`config.mk`:
```
export PLATFORM = sky130hd
export DESIGN_NAME = fan_pwm_slew_smoothing
export DESIGN_NICKNAME = d
export VERILOG_FILES = /design/src/rtl/fan_smooth_pkg.sv /design/src/rtl/duty_slew.sv /design/src/rtl/fan_pwm_slew_smoothing.sv
export SDC_FILE = /design/constraint.sdc
export NUM_CORES = 1
export LEC_CHECK = 0
export BUFFER_PORTS_ARGS = -buffer_cell sky130_fd_sc_hd__buf_2
export CAP_MARGIN = 40
export CORE_MARGIN = 1.5
export CORE_UTILIZATION = 40
export CTS_CLUSTER_DIAMETER = 200
export DETAILED_ROUTE_END_ITERATION = 16
export GPL_ROUTABILITY_DRIVEN = 0
export GPL_TIMING_DRIVEN = 0
export PLACE_DENSITY = 0.57
export RECOVER_POWER = 50
export SLEW_MARGIN = 25
export SYNTH_ARGS = -nofsm -noshare
export SYNTH_HDL_FRONTEND = slang
export SYNTH_SLANG_ARGS = --single-unit
export TNS_END_PERCENT = 100
```
`constraint.sdc`:
```
create_clock -name SYS_CLK -period 12.2 [get_ports SYS_CLK]
set_clock_uncertainty 0.2 [all_clocks]
set_input_delay 0 -clock SYS_CLK [delete_from_list [all_inputs] [get_ports SYS_CLK]]
set_output_delay 0 -clock SYS_CLK [all_outputs]
set_load 0.02 [all_outputs]
```
`src/rtl/fan_smooth_pkg.sv`:
```
package fan_smooth_pkg;
   // register indices; byte address is four times the index
   localparam logic [9:0] SMOOTH_IDX = 10'h063;
   localparam logic [9:0] SLOT_CFG_IDX = 10'h010;
   localparam logic [9:0] LOCK_IDX = 10'h040;
   localparam logic [9:0] DRIVE_STAT_IDX = 10'h060;
   localparam logic [11:0] SMOOTH_ADDR = 12'h18c;
   localparam logic [11:0] SLOT_CFG_ADDR = 12'h040;
   localparam logic [11:0] LOCK_ADDR = 12'h100;
   localparam logic [11:0] DRIVE_STAT_ADDR = 12'h180;
   // field positions in the smoothing, slot-config and lock registers
   localparam int LOCAL_RATE_LSB = 0;
   localparam int LOCAL_ON_BIT = 3;
   localparam int REMOTE_TWO_RATE_LSB = 4;
   localparam int REMOTE_TWO_ON_BIT = 7;
   localparam int SLOT_LONG_BIT = 7;
   localparam int LOCK_BIT = 0;
   // reset values
   localparam logic [7:0] SMOOTH_RESET = 8'h00;
   localparam logic [7:0] DUTY_RESET = 8'h00;
   // axi responses
   localparam logic [1:0] RESP_OKAY = 2'h0;
   localparam logic [1:0] RESP_SLVERR = 2'h2;
   // timing: one slot is a full-scale ramp at one step per slot over 255 steps
   localparam int CLK_MHZ = 40;
   localparam int FULL_SCALE_STEPS = 255;
   localparam int RAMP_SHORT_MS = 37500;
   localparam int RAMP_LONG_MS = 52200;
   localparam int SLOT_SHORT_US = (RAMP_SHORT_MS * 1000) / FULL_SCALE_STEPS;
   localparam int SLOT_LONG_US = (RAMP_LONG_MS * 1000) / FULL_SCALE_STEPS;
   localparam int SLOT_SHORT_CYCLES = SLOT_SHORT_US * CLK_MHZ;
   localparam int SLOT_LONG_CYCLES = SLOT_LONG_US * CLK_MHZ;

   // duty steps per slot for a 3-bit rate code
   function automatic logic [7:0] steps_per_slot(input logic [2:0] code);
      logic [7:0] s;
      s = 8'h01;
      case (code)
         3'h0: s = 8'h01;
         3'h1: s = 8'h02;
         3'h2: s = 8'h03;
         3'h3: s = 8'h04;
         3'h4: s = 8'h08;
         3'h5: s = 8'h0c;
         3'h6: s = 8'h18;
         default: s = 8'h30;
      endcase
      return s;
   endfunction
endpackage

```
`src/rtl/duty_slew.sv`:
```
`timescale 1ns/1ps
module duty_slew #(
   parameter int DUTY_W = 8
) (
   // clock and reset
   input wire logic clk,
   input wire logic rst_n,
   // control
   input wire logic smooth_on,
   input wire logic [2:0] rate_code,
   input wire logic slot_tick,
   // duty path
   input wire logic [DUTY_W-1:0] target,
   output logic [DUTY_W-1:0] duty_q
);
   logic [DUTY_W-1:0] duty_d;
   logic [DUTY_W-1:0] step;
   logic [DUTY_W-1:0] gap;

   generate
      if (DUTY_W < 6) begin : g_bad_width
         $error("duty_slew needs DUTY_W of at least 6 to hold a step of 48");
      end
   endgenerate

   always_comb begin
      step = DUTY_W'(fan_smooth_pkg::steps_per_slot(rate_code));
      gap = (target > duty_q) ? target - duty_q : duty_q - target;
      duty_d = duty_q;
      if (!smooth_on) begin
         duty_d = target;
      end else if (slot_tick) begin
         // last step lands exactly on the target, never overshoots
         if (gap <= step) begin
            duty_d = target;
         end else if (target > duty_q) begin
            duty_d = duty_q + step;
         end else begin
            duty_d = duty_q - step;
         end
      end
   end

   always_ff @(posedge clk) begin
      if (!rst_n) begin
         duty_q <= fan_smooth_pkg::DUTY_RESET;
      end else begin
         duty_q <= duty_d;
      end
   end
endmodule

```
`src/rtl/fan_pwm_slew_smoothing.sv`:
```
// Summary of operation
// - bits 2..0 pick the local channel's most duty steps per slot: 1, 2, 3, 4, 8, 12, 24 or 48.
// - with smoothing on, the duty walks toward a new target no faster than the programmed rate.
// - with the slot-speed bit clear, a full 0 to 100 percent ramp takes 37.5 s at code 0 down to 0.8 s at code 7.
// - with the slot-speed bit set, the slot is longer and the same ramp takes 52.2 s down to 1.1 s.
// - bit 3 set turns on smoothing for the local channel.
// - bits 6..4 pick the remote two channel's rate with the same encoding and times.
// - bit 7 set turns on smoothing for the remote two channel.
// - once the lock bit is set, writes leave the smoothing register unchanged.
// - the smoothing register sits at index 0x63 and comes out of reset as zero.
//
// The address map and the AXI4-Lite slave port were decided locally.
`timescale 1ns/1ps
module fan_pwm_slew_smoothing #(
   parameter int SLOT_SHORT_CYCLES = fan_smooth_pkg::SLOT_SHORT_CYCLES,
   parameter int SLOT_LONG_CYCLES = fan_smooth_pkg::SLOT_LONG_CYCLES
) (
   // clock and reset
   input wire logic SYS_CLK,
   input wire logic RESETN,
   // axi4-lite write address
   input wire logic [11:0] AWADDR,
   input wire logic AWVALID,
   output logic AWREADY,
   // axi4-lite write data
   input wire logic [31:0] WDATA,
   input wire logic [3:0] WSTRB,
   input wire logic WVALID,
   output logic WREADY,
   // axi4-lite write response
   output logic [1:0] BRESP,
   output logic BVALID,
   input wire logic BREADY,
   // axi4-lite read address
   input wire logic [11:0] ARADDR,
   input wire logic ARVALID,
   output logic ARREADY,
   // axi4-lite read data
   output logic [31:0] RDATA,
   output logic [1:0] RRESP,
   output logic RVALID,
   input wire logic RREADY,
   // targets from the automatic control loop
   input wire logic [7:0] LOCAL_TARGET,
   input wire logic [7:0] REMOTE_TWO_TARGET,
   // slew-limited duty to the pwm stage
   output logic [7:0] LOCAL_FAN_DRIVE_OUTPUT,
   output logic [7:0] REMOTE_TWO_FAN_DRIVE_OUTPUT
);
   localparam int CNT_W = 32;

   generate
      if (SLOT_SHORT_CYCLES < 1 || SLOT_LONG_CYCLES < SLOT_SHORT_CYCLES) begin : g_bad_slot
         $error("slot counts must be positive and the long slot no shorter than the short one");
      end
   endgenerate

   // register state
   logic [7:0] smooth_q;
   logic [7:0] smooth_d;
   logic slot_long_q;
   logic slot_long_d;
   logic lock_q;
   logic lock_d;

   // write channel state
   logic aw_full_q;
   logic aw_full_d;
   logic w_full_q;
   logic w_full_d;
   logic [11:0] waddr_q;
   logic [11:0] waddr_d;
   logic [31:0] wdata_q;
   logic [31:0] wdata_d;
   logic [3:0] wstrb_q;
   logic [3:0] wstrb_d;
   logic awready_q;
   logic awready_d;
   logic wready_q;
   logic wready_d;
   logic bvalid_q;
   logic bvalid_d;
   logic [1:0] bresp_q;
   logic [1:0] bresp_d;

   // read channel state
   logic arready_q;
   logic arready_d;
   logic rvalid_q;
   logic rvalid_d;
   logic [31:0] rdata_q;
   logic [31:0] rdata_d;
   logic [1:0] rresp_q;
   logic [1:0] rresp_d;

   // slot timer
   logic [CNT_W-1:0] slot_cnt_q;
   logic [CNT_W-1:0] slot_cnt_d;
   logic slot_tick_q;
   logic slot_tick_d;

   logic [7:0] local_duty;
   logic [7:0] remote_two_duty;

   function automatic logic known_addr(input logic [11:0] a);
      logic hit;
      hit = 1'b0;
      if (a == fan_smooth_pkg::SMOOTH_ADDR) begin
         hit = 1'b1;
      end else if (a == fan_smooth_pkg::SLOT_CFG_ADDR) begin
         hit = 1'b1;
      end else if (a == fan_smooth_pkg::LOCK_ADDR) begin
         hit = 1'b1;
      end else if (a == fan_smooth_pkg::DRIVE_STAT_ADDR) begin
         hit = 1'b1;
      end
      return hit;
   endfunction

   // write path and register updates
   always_comb begin
      logic do_write;
      do_write = 1'b0;
      aw_full_d = aw_full_q;
      w_full_d = w_full_q;
      waddr_d = waddr_q;
      wdata_d = wdata_q;
      wstrb_d = wstrb_q;
      bvalid_d = bvalid_q;
      bresp_d = bresp_q;
      smooth_d = smooth_q;
      slot_long_d = slot_long_q;
      lock_d = lock_q;
      if (AWVALID && awready_q) begin
         aw_full_d = 1'b1;
         waddr_d = AWADDR;
      end
      if (WVALID && wready_q) begin
         w_full_d = 1'b1;
         wdata_d = WDATA;
         wstrb_d = WSTRB;
      end
      if (bvalid_q && BREADY) begin
         bvalid_d = 1'b0;
      end
      if (aw_full_q && w_full_q && !bvalid_q) begin
         do_write = 1'b1;
         aw_full_d = 1'b0;
         w_full_d = 1'b0;
         bvalid_d = 1'b1;
         bresp_d = known_addr(waddr_q) ? fan_smooth_pkg::RESP_OKAY : fan_smooth_pkg::RESP_SLVERR;
      end
      if (do_write && wstrb_q[0]) begin
         if (waddr_q == fan_smooth_pkg::SMOOTH_ADDR) begin
            // locked writes still answer okay; the data is dropped
            if (!lock_q) begin
               smooth_d = wdata_q[7:0];
            end
         end else if (waddr_q == fan_smooth_pkg::SLOT_CFG_ADDR) begin
            slot_long_d = wdata_q[fan_smooth_pkg::SLOT_LONG_BIT];
         end else if (waddr_q == fan_smooth_pkg::LOCK_ADDR) begin
            // lock only sets; reset is the one way out
            lock_d = lock_q | wdata_q[fan_smooth_pkg::LOCK_BIT];
         end
      end
      // readys stay low until the response is taken: one write in flight
      awready_d = !aw_full_d && !bvalid_d;
      wready_d = !w_full_d && !bvalid_d;
   end

   always_ff @(posedge SYS_CLK) begin
      if (!RESETN) begin
         aw_full_q <= 1'b0;
         w_full_q <= 1'b0;
         waddr_q <= 12'h000;
         wdata_q <= 32'h0000_0000;
         wstrb_q <= 4'h0;
         awready_q <= 1'b0;
         wready_q <= 1'b0;
         bvalid_q <= 1'b0;
         bresp_q <= fan_smooth_pkg::RESP_OKAY;
         smooth_q <= fan_smooth_pkg::SMOOTH_RESET;
         slot_long_q <= 1'b0;
         lock_q <= 1'b0;
      end else begin
         aw_full_q <= aw_full_d;
         w_full_q <= w_full_d;
         waddr_q <= waddr_d;
         wdata_q <= wdata_d;
         wstrb_q <= wstrb_d;
         awready_q <= awready_d;
         wready_q <= wready_d;
         bvalid_q <= bvalid_d;
         bresp_q <= bresp_d;
         smooth_q <= smooth_d;
         slot_long_q <= slot_long_d;
         lock_q <= lock_d;
      end
   end

   // read path
   always_comb begin
      arready_d = arready_q;
      rvalid_d = rvalid_q;
      rdata_d = rdata_q;
      rresp_d = rresp_q;
      if (rvalid_q && RREADY) begin
         rvalid_d = 1'b0;
      end
      if (ARVALID && arready_q) begin
         rvalid_d = 1'b1;
         rresp_d = fan_smooth_pkg::RESP_OKAY;
         rdata_d = 32'h0000_0000;
         if (ARADDR == fan_smooth_pkg::SMOOTH_ADDR) begin
            rdata_d[7:0] = smooth_q;
         end else if (ARADDR == fan_smooth_pkg::SLOT_CFG_ADDR) begin
            rdata_d[fan_smooth_pkg::SLOT_LONG_BIT] = slot_long_q;
         end else if (ARADDR == fan_smooth_pkg::LOCK_ADDR) begin
            rdata_d[fan_smooth_pkg::LOCK_BIT] = lock_q;
         end else if (ARADDR == fan_smooth_pkg::DRIVE_STAT_ADDR) begin
            rdata_d[7:0] = local_duty;
            rdata_d[15:8] = remote_two_duty;
         end else begin
            rresp_d = fan_smooth_pkg::RESP_SLVERR;
         end
      end
      arready_d = !rvalid_d;
   end

   always_ff @(posedge SYS_CLK) begin
      if (!RESETN) begin
         arready_q <= 1'b0;
         rvalid_q <= 1'b0;
         rdata_q <= 32'h0000_0000;
         rresp_q <= fan_smooth_pkg::RESP_OKAY;
      end else begin
         arready_q <= arready_d;
         rvalid_q <= rvalid_d;
         rdata_q <= rdata_d;
         rresp_q <= rresp_d;
      end
   end

   // shared slot timer; length follows the slot-speed bit
   // one counter for both channels keeps their steps in phase
   always_comb begin
      logic [CNT_W-1:0] limit;
      limit = slot_long_q ? CNT_W'(SLOT_LONG_CYCLES - 1) : CNT_W'(SLOT_SHORT_CYCLES - 1);
      slot_tick_d = 1'b0;
      slot_cnt_d = slot_cnt_q + 1'b1;
      // >= so a switch to the short slot mid-count cannot overrun
      if (slot_cnt_q >= limit) begin
         slot_cnt_d = '0;
         slot_tick_d = 1'b1;
      end
   end

   always_ff @(posedge SYS_CLK) begin
      if (!RESETN) begin
         slot_cnt_q <= '0;
         slot_tick_q <= 1'b0;
      end else begin
         slot_cnt_q <= slot_cnt_d;
         slot_tick_q <= slot_tick_d;
      end
   end

   duty_slew #(
      .DUTY_W(8)
   ) u_local_slew (
      .clk(SYS_CLK),
      .rst_n(RESETN),
      .smooth_on(smooth_q[fan_smooth_pkg::LOCAL_ON_BIT]),
      .rate_code(smooth_q[fan_smooth_pkg::LOCAL_RATE_LSB +: 3]),
      .slot_tick(slot_tick_q),
      .target(LOCAL_TARGET),
      .duty_q(local_duty)
   );

   duty_slew #(
      .DUTY_W(8)
   ) u_remote_two_slew (
      .clk(SYS_CLK),
      .rst_n(RESETN),
      .smooth_on(smooth_q[fan_smooth_pkg::REMOTE_TWO_ON_BIT]),
      .rate_code(smooth_q[fan_smooth_pkg::REMOTE_TWO_RATE_LSB +: 3]),
      .slot_tick(slot_tick_q),
      .target(REMOTE_TWO_TARGET),
      .duty_q(remote_two_duty)
   );

   assign AWREADY = awready_q;
   assign WREADY = wready_q;
   assign BVALID = bvalid_q;
   assign BRESP = bresp_q;
   assign ARREADY = arready_q;
   assign RVALID = rvalid_q;
   assign RDATA = rdata_q;
   assign RRESP = rresp_q;
   assign LOCAL_FAN_DRIVE_OUTPUT = local_duty;
   assign REMOTE_TWO_FAN_DRIVE_OUTPUT = remote_two_duty;
endmodule

```
==> results of run 1 <==
[how the worst max path moves through the flow]
stage	start	endpoint	slack, ns	depth (start not counted)
after floorplan	u_local_slew.duty_q[1]	u_local_slew.duty_q[0]	7.96	19
after global placement	u_local_slew.duty_q[1]	u_local_slew.duty_q[0]	7.40	19
after detailed placement	u_local_slew.duty_q[1]	u_local_slew.duty_q[1]	7.45	19
final	u_remote_two_slew.duty_q[5]	u_remote_two_slew.duty_q[7]	7.21	17
after global routing	u_remote_two_slew.duty_q[5]	u_remote_two_slew.duty_q[7]	6.87	17
after CTS	u_remote_two_slew.duty_q[5]	u_remote_two_slew.duty_q[7]	7.21	17
[metal layers]
layer | global-route usage | part of all wire | vias up
met3 | 0.0317 | 0.038 | 16
li1 | - | - | 3321
met2 | 0.343 | 0.46 | 113
met4 | 0.0485 | 0.012 | 0
met5 | 0 | 0 | -
met1 | 0.288 | 0.49 | 3032
[cells in the final DEF, fill, tap and decap left out, types with 7 or more instances in the layout]
cell             n
buf_2           55
a21o_1          12
nor3b_1          7
and3_1           7
nand3_1         30
dfxtp_1        105
o211ai_1        11
clkbuf_1        77
dlygate4sd3_1   54
ha_1            66
inv_1           48
a221oi_1        10
buf_4           18
conb_1          26
mux2i_1         27
nor3_1          13
nand4_1         10
nand2_1        113
xnor2_1         27
xor2_1          27
a21oi_1         42
nand2b_1         7
clkbuf_16        9
nor2_1          73
a21boi_0        33
o21ai_0         26
a211oi_1        10
nor2b_1         17
[logic make-up after synthesis]
group	after synthesis	synth area share
fa+ha+maj	72	0.133
xor+xnor	54	0.0664
simple gates	317	0.220
buf+inv	106	0.0682
other cells	1	0.000527
flops	105	0.295
compound gates	176	0.171
mux	32	0.0459
[report_power, final]
group / switching [uW] / internal, uW
sequential: 13.5 / 355
clock: 147 / 166
combinational: 139 / 114
[critical path, stage by stage, from the launching register on]
cell and delay (ns):
dfxtp_1 0.45, ha_1 0.27, clkbuf_2 0.18, and4_1 0.26, o2bb2ai_1 0.18, a31oi_4 0.31
clkbuf_1 0.46, mux2_2 0.40, ha_1 0.29, nor2b_1 0.13, o21a_1 0.16, o21a_1 0.16
o21ai_0 0.14, a21oi_1 0.14, o21ai_4 0.35, o22a_1 0.17, nand3_1 0.07, dlygate4sd3_1 0.55
[flip-flops by register name, indices dropped and copies added (netlist names)]
name and count:
wdata_q 8, aw_full_q 1, RDATA 16, u_local_slew.duty_q 8
RRESP 1, BVALID 1, BRESP 1, u_remote_two_slew.duty_q 8
smooth_q 8, WREADY 1, slot_long_q 1, waddr_q 12
slot_cnt_q 32, AWREADY 1, wstrb_q 1, slot_tick_q 1
ARREADY 1, lock_q 1, w_full_q 1, RVALID 1
[stage by stage]
step	hold WS [ns]	cell area, sq um	std cells
finish	0.00565	8740	1277
global route	0.0397	8740	1277
CTS	0.000827	8830	1277
detailed placement	0.0618	7970	1207
global placement	0.0566	7970	1207
floorplan	-0.0551	7210	888
[layout make-up]
| cell class | instances | area (sq um) | share of cell area |
|---|---|---|---|
| inverter | 48 | 180 | 0.0206 |
| sequential | 105 | 2100 | 0.241 |
| clock inverter | 7 | 100 | 0.0115 |
| tap | 225 | 282 | 0.0322 |
| buffer | 58 | 290 | 0.0332 |
| clock buffer | 9 | 225 | 0.0258 |
| timing repair buffer | 148 | 960 | 0.110 |
| multi-input combinational | 677 | 4600 | 0.526 |
[timing repair]
item	CTS	global route
hold endpoints to repair	43	0
resized for setup	0	0
hold buffers	54	0
==> summary.md, run 1 <==
| Metric | Value |
|---|---|
| Routed WL per cell | `14.6 um` |
| Pin count of the biggest net entering global routing | `21` |
| Fin crit period | `4.99 ns` |
| Port buffer count | `94` |
| Peak VDD IR | `0.0000602 V` |
| Fin crit share | `0.409` |
| Post-synth top cells | `nand2_1, dfxtp_1, nor2_1` |
| Critical Path AT | `5.03 ns` |
| Number of synthesized flops with an enable pin | `0` |
| PD cells | `107 mW/mm^2` |
| YS warnings | `0` |
| Chip width | `136 um` |
| Crit path launch type | `flop` |
| Ranking of synthesized cells by area | `dfxtp_1, ha_1, nand2_1` |
| Vias | `6482` |
| Post-Syn Area | `0.00712 sq mm` |
| Io pins | `140` |
| Antenna Nets Post-Route | `0` |
| Primary FF master, synth | `dfxtp_1` |
| First-pass DRT Iterations | `4` |
| Worst-path clk slew | `0.08 ns` |
| Clock sinks | `105` |
| R2R cell count | `17` |
| # Max-Cap Violations | `0` |
| DR iter-0 viols | `295` |
| Total track usage | `0.209` |
| Setup TNS | `0 ns` |
| Post-DP HPWL | `14.2 mm` |
| Cell taking the most area after synthesis | `dfxtp_1` |
| Crit end category | `flop` |
| Num CTS Buffers | `9` |
| Reg2Reg Setup Slack | `7.21 ns` |
| CORE AREA | `0.0174 sq mm` |
| Most common cell in the synthesized netlist | `nand2_1` |
| NumNets Final | `1202` |
| Number of setup buffers added after CTS | `0` |
| Pins Over Slew Limit | `0` |
| Layout overhead on the synthesized area | `22.7%` |
| CTS tree | `built` |
| Die Ht | `136 um` |
| First-pass GRT wire length | `30.7 mm` |
| # diodes | `0` |
| Cell count after synthesis | `863` |
| Pin slew with the least headroom to its limit | `0.696 ns` |
| Vias in the first global route | `6106` |
| CTS Buffer Depth | `2` |
| Reg2reg start | `u_remote_two_slew.duty_q[5]` |
| Worst hold path class | `in2reg` |
| Asr flop ratio synth | `0` |
| Sequential area share after synthesis | `0.295` |
| Clk_lat worst skew | `0.36 ns` |
| Grt ovf | `0` |
| Crit path required time | `12.24 ns` |
| Leakage power | `0.00360 uW` |
| Core Rows | `48` |
| Via density | `5.08` |
| Final worst setup slack | `7.21 ns` |
| Fin. Hold Viols | `0` |
| Hold wc startpoint | `WVALID` |
| R2R Path End | `u_remote_two_slew.duty_q[7]` |
| Place WS | `7.45 ns` |
| H-Tree Depth | `3` |
| Die area | `0.0186 sq mm` |
| Initial core utilization | `0.410` |
| # setup viols final | `0` |
| Slew headroom | `0.532` |
| Total routed wirelength | `18.6 mm` |
| Total power | `933 uW` |
| FF+latch count, synth | `105` |
| Remaining DRCs | `0` |
| Root Buffer | `clkbuf_16` |
| FILL cells | `1795` |
| Post-synth top area share | `0.295` |
| Worst-path fanout max | `10` |
| FMAX | `0.200 GHz` |
| Unique cell type count in the Yosys netlist | `69` |
| RSZ-0062 raised after global routing | `false` |
| Share of layout cells above drive strength 1 | `0.104` |
| Post-layout util | `0.503` |
| Syn Area/Cell | `8.25 sq um` |
| Worst hold path endpoint | `wdata_q[6]` |
| Hold Crit Depth | `4` |
| Outcome | `complete, no violations` |
| Antenna violations before repair | `0` |
| WS Path Type | `reg2reg` |
Note: power is estimated with default switching activity, not from simulation.
==> run 2: changes to the inputs <==
- PLACE_DENSITY: 0.57 -> 0.59
- clock period: 12.2 -> 4.1 ns (I/O delays scaled with it)
==> summary.md, run 2 (synthesized netlist as in run 1, its figures left out) <==
| Metric | Value |
|---|---|
| PD cells | `313 mW/mm^2` |
| Chip width | `136 um` |
| Crit path required time | `4.13 ns` |
| Outcome | `finished with violations` |
| Slew headroom | `0.560` |
| CTS tree | `built` |
| Setup TNS | `-0.194 ns` |
| Hold wc startpoint | `REMOTE_TWO_TARGET[0]` |
| Layout overhead on the synthesized area | `30.1%` |
| Die area | `0.0186 sq mm` |
| Most frequent cells in the layout | `nand2_1, dfxtp_1, nor2_1` |
| NumNets Final | `1220` |
| Pin slew with the least headroom to its limit | `0.655 ns` |
| Pins Over Slew Limit | `0` |
| Remaining DRCs | `0` |
| Reg2reg start | `u_local_slew.duty_q[0]` |
| RSZ-0062 raised after global routing | `true` |
| R2R cell count | `20` |
| Worst hold path endpoint | `u_remote_two_slew.duty_q[0]` |
| Fin. Hold Viols | `1` |
| Fin area | `0.00927 sq mm` |
| First-pass GRT wire length | `30.5 mm` |
| Fin crit share | `1.02` |
| Total track usage | `0.208` |
| Hold_ws | `-0.0107 ns` |
| Worst-path clk slew | `0.07 ns` |
| Worst-path fanout max | `5` |
| Total routed wirelength | `19.2 mm` |
| R2R Path End | `u_local_slew.duty_q[3]` |
| Share of layout cells above drive strength 1 | `0.173` |
| Clk_lat worst skew | `0.36 ns` |
| Critical Path AT | `4.19 ns` |
| DR iter-0 viols | `378` |
| CTS Buffer Depth | `2` |
| Largest Register | `slot_cnt_q` |
| Io pins | `140` |
| Total placed instance area | `0.00797 sq mm` |
| Total power | `2900 uW` |
| Largest register FFs | `32` |
| Fin crit period | `4.16 ns` |
| Post-DP HPWL | `14.1 mm` |
| Port buffer count | `94` |
| Vias | `6547` |
| H-Tree Depth | `3` |
| Via density | `5.06` |
| Pin count of the biggest net entering global routing | `18` |
| # Max-Cap Violations | `0` |
| Root Buffer | `clkbuf_16` |
| First-pass DRT Iterations | `5` |
| Crit end category | `flop` |
| Crit path launch type | `flop` |
| # setup viols final | `7` |
| Core Rows | `48` |
| CORE AREA | `0.0174 sq mm` |
| Antenna Nets Post-Route | `0` |
| Vias in the first global route | `6166` |
| Initial core utilization | `0.410` |
| Peak VDD IR | `0.000180 V` |
| Antenna violations before repair | `0` |
| Die Ht | `136 um` |
| Grt ovf | `0` |
| Post-layout util | `0.534` |
| FMAX | `0.240 GHz` |
| Reg2Reg Setup Slack | `-0.06 ns` |
| Hold Crit Depth | `3` |
| Routed WL per cell | `14.8 um` |
| Most common cell after layout, fill and taps aside | `nand2_1` |
| Final worst setup slack | `-0.0649 ns` |
| Clock sinks | `105` |
| # diodes | `0` |
| Leakage power | `0.00380 uW` |
| WS Path Type | `reg2reg` |
| Num CTS Buffers | `9` |
| Failing checks | `negative hold slack, negative setup slack` |
| Worst hold path class | `in2reg` |
-- run 2: power by group --
part | internal [uW] | switching (uW) | total [uW]
sequential | 1060 | 40.4 | 1100
clock | 539 | 395 | 934
combinational | 415 | 458 | 873
-- run 2: timing repair --
item | CTS | global route
setup buffers | 5 | 14
gates cloned | 1 | 0
endpoints found under the setup margin | 16 | 16
hold endpoints to repair | 45 | 1
pin swaps | 6 | 34
resized for setup | 23 | 56
hold buffers | 58 | 1
-- run 2: worst max-delay path by stage --
stage	from	end	slack [ns]	cells past startpoint
floorplan	u_remote_two_slew.duty_q[5]	u_remote_two_slew.duty_q[1]	0.03	16
global placement	u_local_slew.duty_q[2]	u_local_slew.duty_q[1]	-0.54	19
detailed placement	u_local_slew.duty_q[2]	u_local_slew.duty_q[1]	-0.57	19
CTS	u_local_slew.duty_q[7]	u_local_slew.duty_q[1]	0.006	19
global route	u_local_slew.duty_q[0]	u_local_slew.duty_q[3]	-0.23	20
finish	u_local_slew.duty_q[0]	u_local_slew.duty_q[3]	-0.06	20
-- run 2: area by class of cell --
type                            instances  area [sq um]
Inverter                               48           180
Clock buffer                           10           229
Timing Repair Buffer                  170          1180
Fill cell                            1692          8090
Sequential cell                       105          2130
Multi-Input combinational cell        678          4870
Clock inverter                          6          91.3
Tap cell                              225           282
Buffer                                 53           305
-- run 2: through the flow --
stage	setup slack (ns)	std cells
finish	-0.0649	1295
global route	-0.229	1295
CTS	0.00591	1284
detailed placement	-0.569	1207
global placement	-0.540	1207
floorplan	0.0255	888
-- run 2: per-layer routing --
layer / wire length [um] / global-route usage / vias up
met5: 0 / 0 / -
met4: 339 / 0.0597 / 0
met3: 685 / 0.0347 / 26
met2: 9230 / 0.352 / 113
met1: 8950 / 0.271 / 3039
li1: - / - / 3369
-- run 2: critical path: stages, from the launching register on --
cell and delay (ns):
dfxtp_4 0.36, ha_4 0.13, inv_2 0.04, fa_2 0.40, nand3_2 0.08, a21o_1 0.18
a21oi_4 0.08, nor2_4 0.21, buf_6 0.13, mux2i_4 0.23, o21ai_2 0.09, a21oi_2 0.15
xnor2_1 0.09, ha_1 0.30, nand3_1 0.07, o22a_1 0.23, and2_1 0.15, a2111o_1 0.42
nand2_4 0.17, mux2i_1 0.23, a21oi_1 0.08
